--- src/pkg/tbpwm_pkg.sv ---
// ==========================================================================
// shared constants of the timer based pwm block
// ==========================================================================
package tbpwm_pkg;

	// ======================================================================
	// widths
	// ======================================================================
	localparam int TB_W       = 8;   // base timer count width
	localparam int DUTY_W     = 10;  // duty and time base width
	localparam int QTR_W      = 2;   // low time base bits below the timer
	localparam int PRE_W      = 6;   // prescaler counter width
	localparam int PRE_SEL_W  = 2;
	localparam int POST_SEL_W = 4;
	localparam int ADDR_W     = 8;
	localparam int DATA_W     = 8;
	localparam int GAP_W      = 17;  // wide enough for 256 * 4 * 64 cycles

	// ======================================================================
	// register offsets
	// ======================================================================
	localparam logic [ADDR_W-1:0] ADDR_COUNT  = 8'h00;  // base_timer_count
	localparam logic [ADDR_W-1:0] ADDR_PERIOD = 8'h01;  // base_period_value
	localparam logic [ADDR_W-1:0] ADDR_TCTRL  = 8'h02;  // timer control
	localparam logic [ADDR_W-1:0] ADDR_LATCH  = 8'h03;  // port data latch
	localparam logic [ADDR_W-1:0] ADDR_DIR    = 8'h04;  // pin_direction
	localparam logic [ADDR_W-1:0] ADDR_STATUS = 8'h05;  // live channel levels
	localparam int                CH_SHIFT    = 2;      // four bytes per channel
	localparam logic [5:0]        CH_BASE_IDX = 6'h04;  // channel 0 at 8'h10
	localparam logic [1:0]        OFS_DCH     = 2'h0;   // duty_upper_byte
	localparam logic [1:0]        OFS_DCL     = 2'h1;   // duty_lower_bits
	localparam logic [1:0]        OFS_CON     = 2'h2;   // channel_control

	// ======================================================================
	// field positions
	// ======================================================================
	localparam int TCTRL_PRE_LSB  = 0;
	localparam int TCTRL_ON_BIT   = 2;
	localparam int TCTRL_POST_LSB = 3;
	localparam int DCL_LSB        = 6;
	localparam int CON_INV_BIT    = 4;  // output_invert
	localparam int CON_EN_BIT     = 7;

	// ======================================================================
	// reset values and timer constants
	// ======================================================================
	localparam logic [TB_W-1:0]  PERIOD_RST = 8'hff;
	localparam logic [QTR_W-1:0] QTR_LAST   = 2'h3;
	// prescaler terminal counts for 1:1, 1:4, 1:16, 1:64
	localparam logic [3:0][PRE_W-1:0] PRE_LIMITS = {6'h3f, 6'h0f, 6'h03, 6'h00};

endpackage : tbpwm_pkg

--- src/pkg/tbpwm_tb_if.sv ---
`timescale 1ns/1ns
// ==========================================================================
// time base shared from the base timer to every channel
// ==========================================================================
interface tbpwm_tb_if;
	logic                          tick;     // time base advances this cycle
	logic                          load;     // increment cycle after period match
	logic [tbpwm_pkg::DUTY_W-1:0]  tb_next;  // time base after this edge

	modport timer (output tick, output load, output tb_next);
	modport chan  (input tick, input load, input tb_next);
endinterface : tbpwm_tb_if

--- src/rtl/tbpwm_base_timer.sv ---
`timescale 1ns/1ns
// ==========================================================================
// base timer: prescaler, two quarter bits and the 8-bit count
// ==========================================================================
module tbpwm_base_timer (
	input  wire logic                              clk,
	input  wire logic                              arst_n,
	input  wire logic                              on,
	input  wire logic [tbpwm_pkg::PRE_SEL_W-1:0]   pre_sel,
	input  wire logic [tbpwm_pkg::TB_W-1:0]        period,
	input  wire logic                              count_we,
	input  wire logic [tbpwm_pkg::TB_W-1:0]        count_wdata,
	output logic      [tbpwm_pkg::TB_W-1:0]        count,
	tbpwm_tb_if.timer                              tb_bus
);

	typedef struct packed {
		logic [tbpwm_pkg::PRE_W-1:0] pre;
		logic [tbpwm_pkg::QTR_W-1:0] qtr;
		logic [tbpwm_pkg::TB_W-1:0]  cnt;
	} tbpwm_tmr_type;

	tbpwm_tmr_type s_reg;
	tbpwm_tmr_type s_next;
	logic          tick;
	logic          wrap;

	// ======================================================================
	// next state
	// ======================================================================
	// quarter bits count prescaler ticks, so the count moves every fourth
	always_comb begin
		s_next = s_reg;
		tick   = on && (s_reg.pre == tbpwm_pkg::PRE_LIMITS[pre_sel]);
		wrap   = tick && (s_reg.qtr == tbpwm_pkg::QTR_LAST);
		if (on) begin
			s_next.pre = tick ? '0 : s_reg.pre + 6'h01;
		end
		if (tick) begin
			s_next.qtr = s_reg.qtr + 2'h1;
		end
		if (wrap) begin
			// count clears on the increment after it equals the period
			s_next.cnt = (s_reg.cnt == period) ? '0 : s_reg.cnt + 8'h01;
		end
		// a software write loads the count and restarts the prescaler and quarter bits
		if (count_we) begin
			s_next.cnt = count_wdata;
			s_next.qtr = '0;
			s_next.pre = '0;
		end
	end

	always_ff @(posedge clk or negedge arst_n) begin
		if (!arst_n) begin
			s_reg <= '0;
		end else begin
			s_reg <= s_next;
		end
	end

	// ======================================================================
	// shared time base
	// ======================================================================
	assign count          = s_reg.cnt;
	assign tb_bus.tick    = tick && !count_we;
	assign tb_bus.load    = wrap && (s_reg.cnt == period) && !count_we;
	assign tb_bus.tb_next = {s_next.cnt, s_next.qtr};

endmodule : tbpwm_base_timer

--- src/rtl/tbpwm_channel.sv ---
`timescale 1ns/1ns
// ==========================================================================
// one pwm channel: duty buffer, compare and polarity
// ==========================================================================
module tbpwm_channel (
	input  wire logic                           clk,
	input  wire logic                           arst_n,
	input  wire logic                           enable,
	input  wire logic                           invert,
	input  wire logic [tbpwm_pkg::DUTY_W-1:0]   duty_word,
	tbpwm_tb_if.chan                            tb_bus,
	output logic                                level,
	output logic                                pwm_out,
	output logic      [tbpwm_pkg::DUTY_W-1:0]   duty_active
);

	typedef struct packed {
		logic [tbpwm_pkg::DUTY_W-1:0] duty_buf;
		logic                         level;
		logic                         pin;
	} tbpwm_ch_type;

	tbpwm_ch_type s_reg;
	tbpwm_ch_type s_next;

	// ======================================================================
	// compare logic
	// ======================================================================
	// buffer reloads only at the period boundary, so mid-period writes wait
	always_comb begin
		s_next = s_reg;
		if (tb_bus.load) begin
			s_next.duty_buf = duty_word;
			s_next.level    = enable && (duty_word != '0);
		end else if (!enable) begin
			s_next.level = 1'b0;
		end else if (tb_bus.tick && (tb_bus.tb_next == s_reg.duty_buf)) begin
			// a duty beyond the period end never matches: stays active
			s_next.level = 1'b0;
		end
		s_next.pin = s_next.level ^ invert;
	end

	// buffer starts at zero so the output idles until the first load
	always_ff @(posedge clk or negedge arst_n) begin
		if (!arst_n) begin
			s_reg <= '0;
		end else begin
			s_reg <= s_next;
		end
	end

	assign level       = s_reg.level;
	assign pwm_out     = s_reg.pin;
	assign duty_active = s_reg.duty_buf;

endmodule : tbpwm_channel

--- src/rtl/tbpwm_top.sv ---
`timescale 1ns/1ns
// ==========================================================================
// timer based pwm block with register port and pin multiplexer
// ==========================================================================
// How it works
// - ten-bit time base is timer count with two prescaled clock bits below
// - one timer period shared by all channels, each channel own duty
// - postscaler bits are stored only, never affect the outputs
// - every enabled channel with nonzero duty goes active when the timer count clears to zero
// - channel goes inactive when time base equals its ten-bit duty
// - duty at or beyond the period end keeps output active, full duty
// - count clears after period match; zero duty keeps output inactive
// - duty registers copy into active buffer only after a period match
// - duty writes allowed anytime, running period is not disturbed
// - invert bit in channel control flips output polarity
// - period is (period value + 1) * 4 * prescale clock cycles
// - pulse width is duty * prescale clock cycles
// - pin shows channel or port latch; direction bit low drives pin
module tbpwm_top #(
	parameter int N_CH = 2
) (
	input  wire logic                            clk,
	input  wire logic                            arst_n,
	input  wire logic [tbpwm_pkg::ADDR_W-1:0]    addr,
	input  wire logic [tbpwm_pkg::DATA_W-1:0]    wdata,
	input  wire logic                            wr_en,
	input  wire logic                            rd_en,
	output logic      [tbpwm_pkg::DATA_W-1:0]    rdata,
	output logic      [N_CH-1:0]                 pin_out,
	output logic      [N_CH-1:0]                 pin_oe
);

	localparam int DW    = tbpwm_pkg::DUTY_W;
	localparam int GAP_W = tbpwm_pkg::GAP_W;  // helper width, known before first use

	typedef struct packed {
		logic [tbpwm_pkg::TB_W-1:0]         period;
		logic                               tmr_on;
		logic [tbpwm_pkg::PRE_SEL_W-1:0]    pre_sel;
		logic [tbpwm_pkg::POST_SEL_W-1:0]   post_sel;
		logic [N_CH-1:0]                    latch;
		logic [N_CH-1:0]                    dir;
		logic [N_CH-1:0][7:0]               dch;
		logic [N_CH-1:0][1:0]               dcl;
		logic [N_CH-1:0]                    ch_en;
		logic [N_CH-1:0]                    ch_inv;
		logic [tbpwm_pkg::DATA_W-1:0]       rdata;
		logic [N_CH-1:0]                    pin_out;
		logic [N_CH-1:0]                    pin_oe;
		logic                               armed;
		logic [tbpwm_pkg::GAP_W-1:0]        gap;
		logic                               gap_valid;
	} tbpwm_regs_type;

	tbpwm_regs_type                 s_reg;
	tbpwm_regs_type                 s_next;
	logic [N_CH-1:0]                ch_hit;
	logic [N_CH-1:0]                ch_level;
	logic [N_CH-1:0]                ch_pin;
	logic [N_CH-1:0][DW-1:0]        duty_word;
	logic [N_CH-1:0][DW-1:0]        duty_act;
	logic [tbpwm_pkg::TB_W-1:0]     count;
	logic                           count_we;
	logic                           cfg_we;
	logic [tbpwm_pkg::GAP_W-1:0]    period_cycles;

	tbpwm_tb_if tb_bus ();

	// ======================================================================
	// base timer
	// ======================================================================
	assign count_we = wr_en && (addr == tbpwm_pkg::ADDR_COUNT);

	// the postscaler select never reaches the timer or the channels
	tbpwm_base_timer u_timer (
		.clk         (clk),
		.arst_n      (arst_n),
		.on          (s_reg.tmr_on),
		.pre_sel     (s_reg.pre_sel),
		.period      (s_reg.period),
		.count_we    (count_we),
		.count_wdata (wdata),
		.count       (count),
		.tb_bus      (tb_bus.timer)
	);

	// ======================================================================
	// channels
	// ======================================================================
	genvar c;
	generate
		for (c = 0; c < N_CH; c++) begin : g_ch
			// four byte window per channel above the timer registers
			assign ch_hit[c] = (addr[tbpwm_pkg::ADDR_W-1:tbpwm_pkg::CH_SHIFT]
				== 6'(tbpwm_pkg::CH_BASE_IDX + 6'(c)));
			assign duty_word[c] = {s_reg.dch[c], s_reg.dcl[c]};

			tbpwm_channel u_ch (
				.clk         (clk),
				.arst_n      (arst_n),
				.enable      (s_reg.ch_en[c]),
				.invert      (s_reg.ch_inv[c]),
				.duty_word   (duty_word[c]),
				.tb_bus      (tb_bus.chan),
				.level       (ch_level[c]),
				.pwm_out     (ch_pin[c]),
				.duty_active (duty_act[c])
			);
		end
	endgenerate

	// timing helper: one period in clock cycles at the live settings
	// largest case is 256 * 4 * 64, which still fits the helper width
	assign period_cycles = GAP_W'((GAP_W'(s_reg.period) + 17'h00001) * 17'h00004
		* (GAP_W'(tbpwm_pkg::PRE_LIMITS[s_reg.pre_sel]) + 17'h00001));

	// config writes that change the period length
	assign cfg_we = wr_en && ((addr == tbpwm_pkg::ADDR_COUNT)
		|| (addr == tbpwm_pkg::ADDR_PERIOD) || (addr == tbpwm_pkg::ADDR_TCTRL));

	// ======================================================================
	// register port and pin multiplexer
	// ======================================================================
	always_comb begin
		s_next       = s_reg;
		s_next.rdata = '0;  // read data stands one cycle only
		if (wr_en) begin
			case (addr)
				tbpwm_pkg::ADDR_PERIOD: begin
					s_next.period = wdata;
				end
				tbpwm_pkg::ADDR_TCTRL: begin
					s_next.tmr_on   = wdata[tbpwm_pkg::TCTRL_ON_BIT];
					s_next.pre_sel  = wdata[tbpwm_pkg::TCTRL_PRE_LSB +: 2];
					s_next.post_sel = wdata[tbpwm_pkg::TCTRL_POST_LSB +: 4];
				end
				tbpwm_pkg::ADDR_LATCH: begin
					s_next.latch = wdata[N_CH-1:0];
				end
				tbpwm_pkg::ADDR_DIR: begin
					s_next.dir = wdata[N_CH-1:0];
				end
				default: begin
				end
			endcase
			// duty writes land in the shadow copy only
			for (int i = 0; i < N_CH; i++) begin
				if (ch_hit[i]) begin
					case (addr[1:0])
						tbpwm_pkg::OFS_DCH: begin
							s_next.dch[i] = wdata;
						end
						tbpwm_pkg::OFS_DCL: begin
							s_next.dcl[i] = wdata[tbpwm_pkg::DCL_LSB +: 2];
						end
						tbpwm_pkg::OFS_CON: begin
							s_next.ch_en[i]  = wdata[tbpwm_pkg::CON_EN_BIT];
							s_next.ch_inv[i] = wdata[tbpwm_pkg::CON_INV_BIT];
						end
						default: begin
						end
					endcase
				end
			end
		end
		// unmapped addresses read as zero
		if (rd_en) begin
			case (addr)
				tbpwm_pkg::ADDR_COUNT:  s_next.rdata = count;
				tbpwm_pkg::ADDR_PERIOD: s_next.rdata = s_reg.period;
				tbpwm_pkg::ADDR_TCTRL: begin
					s_next.rdata[tbpwm_pkg::TCTRL_ON_BIT]       = s_reg.tmr_on;
					s_next.rdata[tbpwm_pkg::TCTRL_PRE_LSB +: 2]  = s_reg.pre_sel;
					s_next.rdata[tbpwm_pkg::TCTRL_POST_LSB +: 4] = s_reg.post_sel;
				end
				tbpwm_pkg::ADDR_LATCH:  s_next.rdata = 8'(s_reg.latch);
				tbpwm_pkg::ADDR_DIR:    s_next.rdata = 8'(s_reg.dir);
				tbpwm_pkg::ADDR_STATUS: s_next.rdata = 8'(ch_level);
				default: begin
				end
			endcase
			for (int i = 0; i < N_CH; i++) begin
				if (ch_hit[i]) begin
					case (addr[1:0])
						tbpwm_pkg::OFS_DCH: s_next.rdata = s_reg.dch[i];
						tbpwm_pkg::OFS_DCL: begin
							s_next.rdata[tbpwm_pkg::DCL_LSB +: 2] = s_reg.dcl[i];
						end
						tbpwm_pkg::OFS_CON: begin
							s_next.rdata[tbpwm_pkg::CON_EN_BIT]  = s_reg.ch_en[i];
							s_next.rdata[tbpwm_pkg::CON_INV_BIT] = s_reg.ch_inv[i];
						end
						default: begin
						end
					endcase
				end
			end
		end
		// enabled channel takes the pin, else the port latch shows
		for (int i = 0; i < N_CH; i++) begin
			s_next.pin_out[i] = s_reg.ch_en[i] ? ch_pin[i] : s_reg.latch[i];
			s_next.pin_oe[i]  = !s_reg.dir[i];
		end
		// period watch used by the checks below
		if (tb_bus.load) begin
			s_next.armed     = 1'b1;
			s_next.gap       = '0;
			s_next.gap_valid = 1'b1;
		end else if (s_reg.gap != '1) begin
			s_next.gap = s_reg.gap + 17'h00001;
		end
		if (cfg_we || !s_reg.tmr_on) begin
			s_next.gap_valid = 1'b0;
		end
	end

	always_ff @(posedge clk or negedge arst_n) begin
		if (!arst_n) begin
			// constants only, so the reset path never waits on logic
			s_reg        <= '0;
			s_reg.period <= tbpwm_pkg::PERIOD_RST;
			s_reg.dir    <= '1;  // all pins start as inputs
		end else begin
			s_reg <= s_next;
		end
	end

	assign rdata   = s_reg.rdata;
	assign pin_out = s_reg.pin_out;
	assign pin_oe  = s_reg.pin_oe;
endmodule : tbpwm_top

--- config.mk ---
export PLATFORM = sky130hd
export DESIGN_NAME = tbpwm_top
export DESIGN_NICKNAME = d
export VERILOG_FILES = /design/src/pkg/tbpwm_pkg.sv /design/src/pkg/tbpwm_tb_if.sv /design/src/rtl/tbpwm_base_timer.sv /design/src/rtl/tbpwm_channel.sv /design/src/rtl/tbpwm_top.sv
export SDC_FILE = /design/constraint.sdc
export NUM_CORES = 1
export LEC_CHECK = 0
export BUFFER_PORTS_ARGS = -buffer_cell sky130_fd_sc_hd__buf_2
export CELL_PAD_IN_SITES_DETAIL_PLACEMENT = 1
export CELL_PAD_IN_SITES_GLOBAL_PLACEMENT = 2
export CORE_ASPECT_RATIO = 1.2
export CORE_MARGIN = 5
export CORE_UTILIZATION = 41
export CTS_CLUSTER_DIAMETER = 40
export CTS_CLUSTER_SIZE = 8
export DETAILED_ROUTE_END_ITERATION = 10
export GPL_ROUTABILITY_DRIVEN = 0
export PLACE_DENSITY = 0.89
export SLEW_MARGIN = 20
export SYNTH_ARGS = -nofsm -noshare
export SYNTH_HDL_FRONTEND = slang
export SYNTH_HIERARCHICAL = 1
export SYNTH_SLANG_ARGS = --single-unit
--- constraint.sdc ---
create_clock -name clk -period 3.47 [get_ports clk]
set_input_delay 0 -clock clk [delete_from_list [all_inputs] [get_ports clk]]
set_output_delay 0 -clock clk [all_outputs]
set_load 0.1 [all_outputs]
==> impl_metrics.prom, run 1 <==
# TYPE chip_impl_metric gauge
chip_impl_info{name="outcome",value="finished clean"} 1
chip_impl_metric{name="max_slew_margin",unit="%"} 42.77
chip_impl_metric{name="setup_slack",unit="ns"} 0.2152
chip_impl_info{name="worst_setup_path_start_kind",value="register"} 1
chip_impl_info{name="r2r-start",value="u_timer/s_reg[14]"} 1
chip_impl_metric{name="final.setup.tns",unit="ns"} 0
chip_impl_metric{name="post_route_cells_drive_above_1_share",unit="%"} 31.79
chip_impl_metric{name="die_x",unit="µm"} 112.5
chip_impl_metric{name="worst_path_bufs_invs",unit=""} 0
chip_impl_info{name="clock_tree_from_tritoncts",value="built"} 1
chip_impl_metric{name="numClockSinks",unit=""} 95
chip_impl_metric{name="core",unit="µm²"} 12500
chip_impl_metric{name="die_h",unit="µm"} 133.1
chip_impl_metric{name="clkSlewWorstSetupHoldPaths",unit="ns"} 0.07
chip_impl_metric{name="maximum_number_of_pins_on_one_net_before_global_route_repair",unit=""} 83
chip_impl_metric{name="ys_seq_area_share",unit="%"} 46.19
chip_impl_metric{name="io-pin-count",unit=""} 32
chip_impl_metric{name="whs_path_depth",unit=""} 2
chip_impl_metric{name="critPathArrivalTime",unit="ns"} 3.50
chip_impl_metric{name="syn_avg_cell_area",unit="µm²"} 11.32
chip_impl_info{name="critical-path-top-delay-family",value="simple AND/OR/NAND/NOR gates"} 1
chip_impl_metric{name="gr-total-overflow",unit=""} 0
chip_impl_metric{name="max_cap_violations",unit=""} 0
chip_impl_metric{name="port_buffers",unit=""} 31
chip_impl_metric{name="final.fill_count",unit=""} 1394
chip_impl_metric{name="n_antenna_cell",unit=""} 0
chip_impl_metric{name="sequential_cell_area_in_the_final_layout",unit="µm²"} 2390
chip_impl_metric{name="fin_nets",unit=""} 493
chip_impl_metric{name="tritoncts_buffer_count",unit=""} 9
chip_impl_info{name="root_buffer",value="clkbuf_16"} 1
chip_impl_metric{name="rrSetupSlack",unit="ns"} 0.22
chip_impl_metric{name="power.leakage",unit="µW"} 0.002554
chip_impl_metric{name="dpl.hpwl",unit="mm"} 10.44
chip_impl_info{name="crit-reg2reg-capture",value="g_ch[0].u_ch/pwm_out"} 1
chip_impl_metric{name="final.min_clock_period",unit="ns"} 3.255
chip_impl_info{name="worst_setup_path_end_kind",value="register"} 1
chip_impl_metric{name="largest_register_ff_count",unit=""} 23
chip_impl_metric{name="postCtsResizedCells",unit=""} 0
chip_impl_metric{name="fmaxAchievable",unit="GHz"} 0.3072
chip_impl_metric{name="cellPowerDensity",unit="nW/µm²"} 448.6
chip_impl_metric{name="synth-async-reset-ratio",unit="%"} 100.0
chip_impl_metric{name="irDropWorstVdd",unit="V"} 0.0001958
chip_impl_metric{name="global_routing_usage_summed_across_all_routing_layers",unit="%"} 20.32
chip_impl_metric{name="num_vias",unit=""} 3643
chip_impl_info{name="cp_cell_sequence",value="or4_1, o211ai_2, nand4_4, nor2_1, and4_1, nor4b_1, a31oi_1, o31a_1, xor2_1"} 1
chip_impl_metric{name="grt_pass1_vias",unit=""} 4067
chip_impl_metric{name="start_util",unit="%"} 41.39
chip_impl_info{name="slowest_cell_on_the_critical_path",value="or4_1"} 1
chip_impl_metric{name="core.rowCount",unit=""} 45
chip_impl_metric{name="post-route-drc-count",unit=""} 0
chip_impl_metric{name="drt-vias-per-instance",unit=""} 5.701
chip_impl_metric{name="clock_latency",unit="ns"} 0.35
chip_impl_metric{name="drt.antenna.violating_nets",unit=""} 0
chip_impl_metric{name="timing.reg2reg.worst_path_depth",unit=""} 9
chip_impl_metric{name="cp.required",unit="ns"} 3.71
chip_impl_metric{name="die_area",unit="µm²"} 14970
chip_impl_metric{name="clock_skew",unit="ns"} 0.008943
chip_impl_metric{name="synthCells",unit=""} 457
chip_impl_metric{name="worst-path-max-fanout",unit=""} 9
chip_impl_metric{name="synth.cell_area",unit="µm²"} 5174
chip_impl_metric{name="slowest_delay",unit="ns"} 0.56
chip_impl_info{name="timing.hold.worst_endpoint",value="duty_word[12]"} 1
chip_impl_metric{name="yosys_register_bits",unit=""} 95
chip_impl_metric{name="area_growth_syn_to_layout",unit="%"} 9.601
chip_impl_info{name="synth_top_flop_cell",value="dfrtp_1"} 1
chip_impl_metric{name="dp_worst_setup_slack",unit="ns"} 0.2850
chip_impl_info{name="min_from",value="wdata[0]"} 1
chip_impl_metric{name="post-cts-setup-buffer-count",unit=""} 0
chip_impl_info{name="timing_worst_setup_path_type",value="register to register"} 1
chip_impl_metric{name="final_hold_viol_count",unit=""} 0
chip_impl_metric{name="initialDrtViolationCount",unit=""} 225
chip_impl_metric{name="yosys_warnings",unit=""} 6
chip_impl_metric{name="ys_types",unit=""} 66
chip_impl_metric{name="final-setup-viol-count",unit=""} 0
chip_impl_metric{name="drv_slew",unit=""} 0
chip_impl_metric{name="cts-root-to-sink-buffers",unit=""} 2
chip_impl_metric{name="multi_input_comb_area",unit="µm²"} 2452
chip_impl_metric{name="drt-wirelength-per-cell",unit="µm"} 22.63
chip_impl_metric{name="drt_pass1_iterations",unit=""} 4
chip_impl_metric{name="cts_htree_levels",unit=""} 3
chip_impl_metric{name="grt_first_pass_wirelength",unit="mm"} 23.38
chip_impl_info{name="grt_setup_unrepaired",value="false"} 1
chip_impl_metric{name="mappedNetlistNets",unit=""} 480
chip_impl_info{name="hold_class",value="primary input to register"} 1
chip_impl_metric{name="timing_worst_slew_pin_value",unit="ns"} 0.8568
chip_impl_metric{name="detail_route.wirelength",unit="mm"} 14.46
chip_impl_metric{name="antenna_found_initial",unit=""} 0
chip_impl_metric{name="synth_enable_flop_cells",unit=""} 0
chip_impl_metric{name="final.period_utilization",unit="%"} 93.80
[synth_stat cells (2+ instances only)]
library cell	count	area, µm²
inv_1	5	18.77
nor2b_1	7	43.79
nor3b_1	2	15.01
ha_1	3	37.54
o211ai_1	4	30.03
a32oi_1	3	26.28
nand2b_1	7	43.79
o21ai_0	13	65.06
nor4b_1	3	26.28
nand3_1	13	65.06
and4_1	2	17.52
a31oi_1	5	31.28
dfstp_2	10	262.8
buf_4	31	232.7
a21oi_1	14	70.07
o31a_1	2	17.52
or2_2	2	12.51
or4_1	2	15.01
clkbuf_1	10	37.54
o21ai_1	2	10.01
mux2_2	61	686.9
xnor2_1	19	166.4
mux2i_1	9	90.09
o2bb2ai_1	2	17.52
xnor2_2	2	32.53
xor2_1	13	113.9
nand2_1	23	86.33
nand4_1	12	75.07
nand3b_1	3	22.52
a211oi_1	3	22.52
dfrtp_1	85	2127
nor2_1	18	67.56
buf_2	5	25.02
mux4_2	2	45.04
mux2_1	6	67.56
and2_1	6	37.54
nor4_1	4	25.02
and3_1	2	12.51
nor3_1	15	75.07
[worst max path at each step]
stage	depth (start not counted)	startpoint	to	slack, ns
2_1_floorplan	10	s_reg[64]	g_ch[0].u_ch/pwm_out	0.52
3_3_place_gp	9	u_timer/s_reg[14]	g_ch[0].u_ch/pwm_out	0.40
3_5_place_dp	9	u_timer/s_reg[14]	g_ch[0].u_ch/pwm_out	0.28
4_1_cts	9	u_timer/s_reg[14]	g_ch[0].u_ch/pwm_out	0.22
5_1_grt	10	u_timer/s_reg[14]	g_ch[1].u_ch/pwm_out	0.02
6_report	9	u_timer/s_reg[14]	g_ch[0].u_ch/pwm_out	0.22
[logic make-up (layout without fill, tap and decap cells)]
| kind of cell | count (synthesis) | count (layout) | share of synthesized area, % |
|---|---|---|---|
| and+or+nand+nor | 136 | 136 | 15.77 |
| DFF | 95 | 95 | 46.19 |
| muxes | 78 | 78 | 17.19 |
| AOI/OAI and AO/OA | 58 | 58 | 7.667 |
| buffers and inverters | 53 | 71 | 6.409 |
| xor gates and xnor gates | 34 | 34 | 6.046 |
| adders and majority gates | 3 | 3 | 0.7256 |
[stage by stage]
| step | instance area, µm² | instances | hold WS (ns) | total power [µW] | util [%] |
|---|---|---|---|---|---|
| global placement | 5336 | 619 | 0.2379 | 1567 | 42.69 |
| global route | 5670 | 639 | 0.02335 | 2663 | 45.37 |
| CTS | 5667 | 639 | 0.01753 | 2568 | 45.34 |
| detailed placement | 5336 | 619 | 0.2518 | 1584 | 42.69 |
| floorplan | 5174 | 457 | -0.2956 | 1474 | - |
| finish | 5670 | 639 | 0.03459 | 2544 | 45.37 |
[cell usage in the layout (no fill, tap or decap), drive strengths merged, types with 4 or more instances in the layout]
master and instances:
a21oi 14, a31oi 5, and2 6, buf 46
clkbuf 10, dfrtp 85, dfstp 10, dlygate4sd3 4
inv 8, mux2 67, mux2i 9, nand2 25
nand2b 7, nand3 15, nand4 13, nor2 18
nor2b 7, nor3 16, nor4 5, o211ai 5
o21ai 15, xnor2 21, xor2 13
[timing repair]
item / CTS / global route
hold buffers: 4 / 0
hold endpoints to repair: 85 / 0
endpoints found under the setup margin: 0 / 0
[per-layer routing]
layer  GRT usage, %  routed length, µm
met1          25.36               5935
met2          35.34               7639
met3          3.568                557
met4          6.814                327
met5              0                  0
[power breakdown]
part           internal (µW)  switching (µW)
clock network            516             458
logic                    126             189
registers               1170            82.6
[cell type report]
class                           instances  area share, %
Timing Repair Buffer                   50          5.538
Tap cell                              164          3.619
Clock buffer                           10          4.214
Inverter                                5         0.3310
Multi-Input combinational cell        309          43.25
Sequential cell                        95          42.14
Clock inverter                          6         0.9047
(Power assumes the default switching activity.)
==> inputs of run 2 (changes only) <==
- HOLD_SLACK_MARGIN: not set -> 0.06
- MAX_ROUTING_LAYER: not set -> met4
==> impl_metrics.prom, run 2 (synthesis results as in run 1) <==
# TYPE chip_impl_metric gauge
chip_impl_info{name="outcome",value="finished clean"} 1
chip_impl_info{name="clock_tree_from_tritoncts",value="built"} 1
chip_impl_metric{name="final-setup-viol-count",unit=""} 0
chip_impl_metric{name="max_cap_violations",unit=""} 0
chip_impl_metric{name="numClockSinks",unit=""} 95
chip_impl_metric{name="fin_worst_hold_slack",unit="ns"} 0.08197
chip_impl_metric{name="drt_pass1_iterations",unit=""} 4
chip_impl_metric{name="cell_count_post_placement",unit=""} 619
chip_impl_info{name="hold_class",value="primary input to register"} 1
chip_impl_metric{name="cts_htree_levels",unit=""} 3
chip_impl_metric{name="cp.required",unit="ns"} 3.71
chip_impl_info{name="root_buffer",value="clkbuf_16"} 1
chip_impl_metric{name="worst-path-max-fanout",unit=""} 9
chip_impl_metric{name="core",unit="µm²"} 12500
chip_impl_metric{name="irDropWorstVdd",unit="V"} 0.0001941
chip_impl_metric{name="critPathArrivalTime",unit="ns"} 3.50
chip_impl_metric{name="cts-root-to-sink-buffers",unit=""} 2
chip_impl_metric{name="io-pin-count",unit=""} 32
chip_impl_metric{name="drt-vias-per-instance",unit=""} 5.749
chip_impl_metric{name="initialDrtViolationCount",unit=""} 210
chip_impl_metric{name="core.rowCount",unit=""} 45
chip_impl_info{name="grt_setup_unrepaired",value="false"} 1
chip_impl_metric{name="post-route-drc-count",unit=""} 0
chip_impl_metric{name="drt-wirelength-per-cell",unit="µm"} 22.61
chip_impl_metric{name="final.setup.tns",unit="ns"} 0
chip_impl_metric{name="cellPowerDensity",unit="nW/µm²"} 444.9
chip_impl_metric{name="timing_worst_slew_pin_value",unit="ns"} 0.8535
chip_impl_metric{name="tritoncts_buffer_count",unit=""} 9
chip_impl_metric{name="start_util",unit="%"} 41.39
chip_impl_metric{name="dpl.hpwl",unit="mm"} 10.44
chip_impl_metric{name="area_growth_syn_to_layout",unit="%"} 10.76
chip_impl_metric{name="clock_latency",unit="ns"} 0.35
chip_impl_info{name="mostFrequentLayoutCell",value="dfrtp_1"} 1
chip_impl_metric{name="num_vias",unit=""} 3708
chip_impl_metric{name="largest_register_ff_count",unit=""} 23
chip_impl_metric{name="post_route_cells_drive_above_1_share",unit="%"} 31.39
chip_impl_metric{name="clock_skew",unit="ns"} 0.01100
chip_impl_metric{name="antenna_found_initial",unit=""} 0
chip_impl_info{name="layout.cells.most_common_list",value="dfrtp_1 (85), mux2_2 (61), buf_2 (30), nand2_1 (23), xnor2_1 (19)"} 1
chip_impl_metric{name="drt.antenna.violating_nets",unit=""} 0
chip_impl_info{name="cp_cell_sequence",value="or4_1, o211ai_2, nand4_4, nor2_1, and4_1, nor4b_1, a31oi_1, o31a_1, xor2_1"} 1
chip_impl_metric{name="final.period_utilization",unit="%"} 93.88
chip_impl_metric{name="final.min_clock_period",unit="ns"} 3.258
chip_impl_metric{name="fin_nets",unit=""} 499
chip_impl_metric{name="clkSlewWorstSetupHoldPaths",unit="ns"} 0.07
chip_impl_metric{name="port_buffers",unit=""} 31
chip_impl_metric{name="fmaxAchievable",unit="GHz"} 0.3070
chip_impl_metric{name="die_area",unit="µm²"} 14970
chip_impl_metric{name="power.leakage",unit="µW"} 0.002577
chip_impl_info{name="timing_worst_setup_path_type",value="register to register"} 1
chip_impl_metric{name="max_slew_margin",unit="%"} 42.20
chip_impl_metric{name="die_x",unit="µm"} 112.5
chip_impl_metric{name="n_antenna_cell",unit=""} 0
chip_impl_info{name="worst_setup_path_end_kind",value="register"} 1
chip_impl_metric{name="maximum_number_of_pins_on_one_net_before_global_route_repair",unit=""} 83
chip_impl_metric{name="grt_pass1_vias",unit=""} 4100
chip_impl_metric{name="final_hold_viol_count",unit=""} 0
chip_impl_metric{name="post_layout_nonfiller_instances",unit=""} 645
chip_impl_info{name="slowest_cell_on_the_critical_path",value="or4_1"} 1
chip_impl_metric{name="die_h",unit="µm"} 133.1
chip_impl_metric{name="gr-total-overflow",unit=""} 0
chip_impl_metric{name="global_routing_usage_summed_across_all_routing_layers",unit="%"} 21.05
chip_impl_metric{name="drv_slew",unit=""} 0
chip_impl_metric{name="grt_first_pass_wirelength",unit="mm"} 23.65
chip_impl_metric{name="detail_route.wirelength",unit="mm"} 14.59
chip_impl_info{name="worst_setup_path_start_kind",value="register"} 1
chip_impl_metric{name="slowest_delay",unit="ns"} 0.56
## run 2: cell count changes in the layout (fill, tap and decap cells not counted)
cell and change:
dlygate4sd3_1 +6
## run 2: worst paths after layout
path                              startpoint                    to  slack [ns]  cells past startpoint
hold reg to reg                    s_reg[56]             pin_oe[1]        0.45                      1
setup reg to reg           u_timer/s_reg[14]  g_ch[0].u_ch/pwm_out        0.21                      9
max in group asynchronous             arst_n             s_reg[55]        2.42                      3
setup / recovery           u_timer/s_reg[14]  g_ch[0].u_ch/pwm_out        0.21                      9
min in group asynchronous             arst_n      u_timer/count[5]        0.24                      2
hold / removal                      wdata[6]         duty_word[10]        0.08                      2
## run 2: final cells by class
| type | count | area [µm²] |
|---|---|---|
| clock buffers | 10 | 239.0 |
| clock inverters | 6 | 51.30 |
| fillers | 1390 | 6769 |
| inverters | 5 | 18.77 |
| multi-input cells | 309 | 2452 |
| flip-flops and latches | 95 | 2390 |
| well taps | 164 | 205.2 |
| repair buffers | 56 | 374.1 |
## run 2: per-stage QoR
step	utilization, %	total power, µW	setup WS, ns	instance area, µm²
detailed placement	42.69	1584	0.2850	5336
global placement	42.69	1567	0.4011	5336
finish	45.85	2550	0.2123	5731
global route	45.85	2666	0.03110	5731
CTS	45.82	2573	0.2159	5727
floorplan	-	1474	0.5159	5174
## run 2: critical path, delay by kind of cell, from the launching register on
kind | cells | cell delay [ns]
and+or+nand+nor | 5 | 1.78
DFF | 1 | 0.44
xor gates and xnor gates | 1 | 0.15
AOI/OAI and AO/OA | 3 | 0.77
## run 2: repair_timing
action | CTS | global route
endpoints found under the hold margin | 113 | 0
resized for setup | 0 | 0
setup buffers | 0 | 0
hold buffers | 10 | 0
## run 2: layer usage
metal | global-route usage, % | vias up | share of wire, %
li1 | - | 1663 | -
met1 | 25.40 | 1945 | 41
met2 | 35.87 | 75 | 53
met5 | - | - | 0
met3 | 3.111 | 25 | 3.8
met4 | 7.214 | 0 | 2.2
## run 2: where the power goes
| group | internal [µW] | switching (µW) |
|---|---|---|
| Sequential | 1170 | 82.6 |
| Combinational | 130 | 190 |
| Clock | 516 | 459 |
| Total | 1820 | 731 |
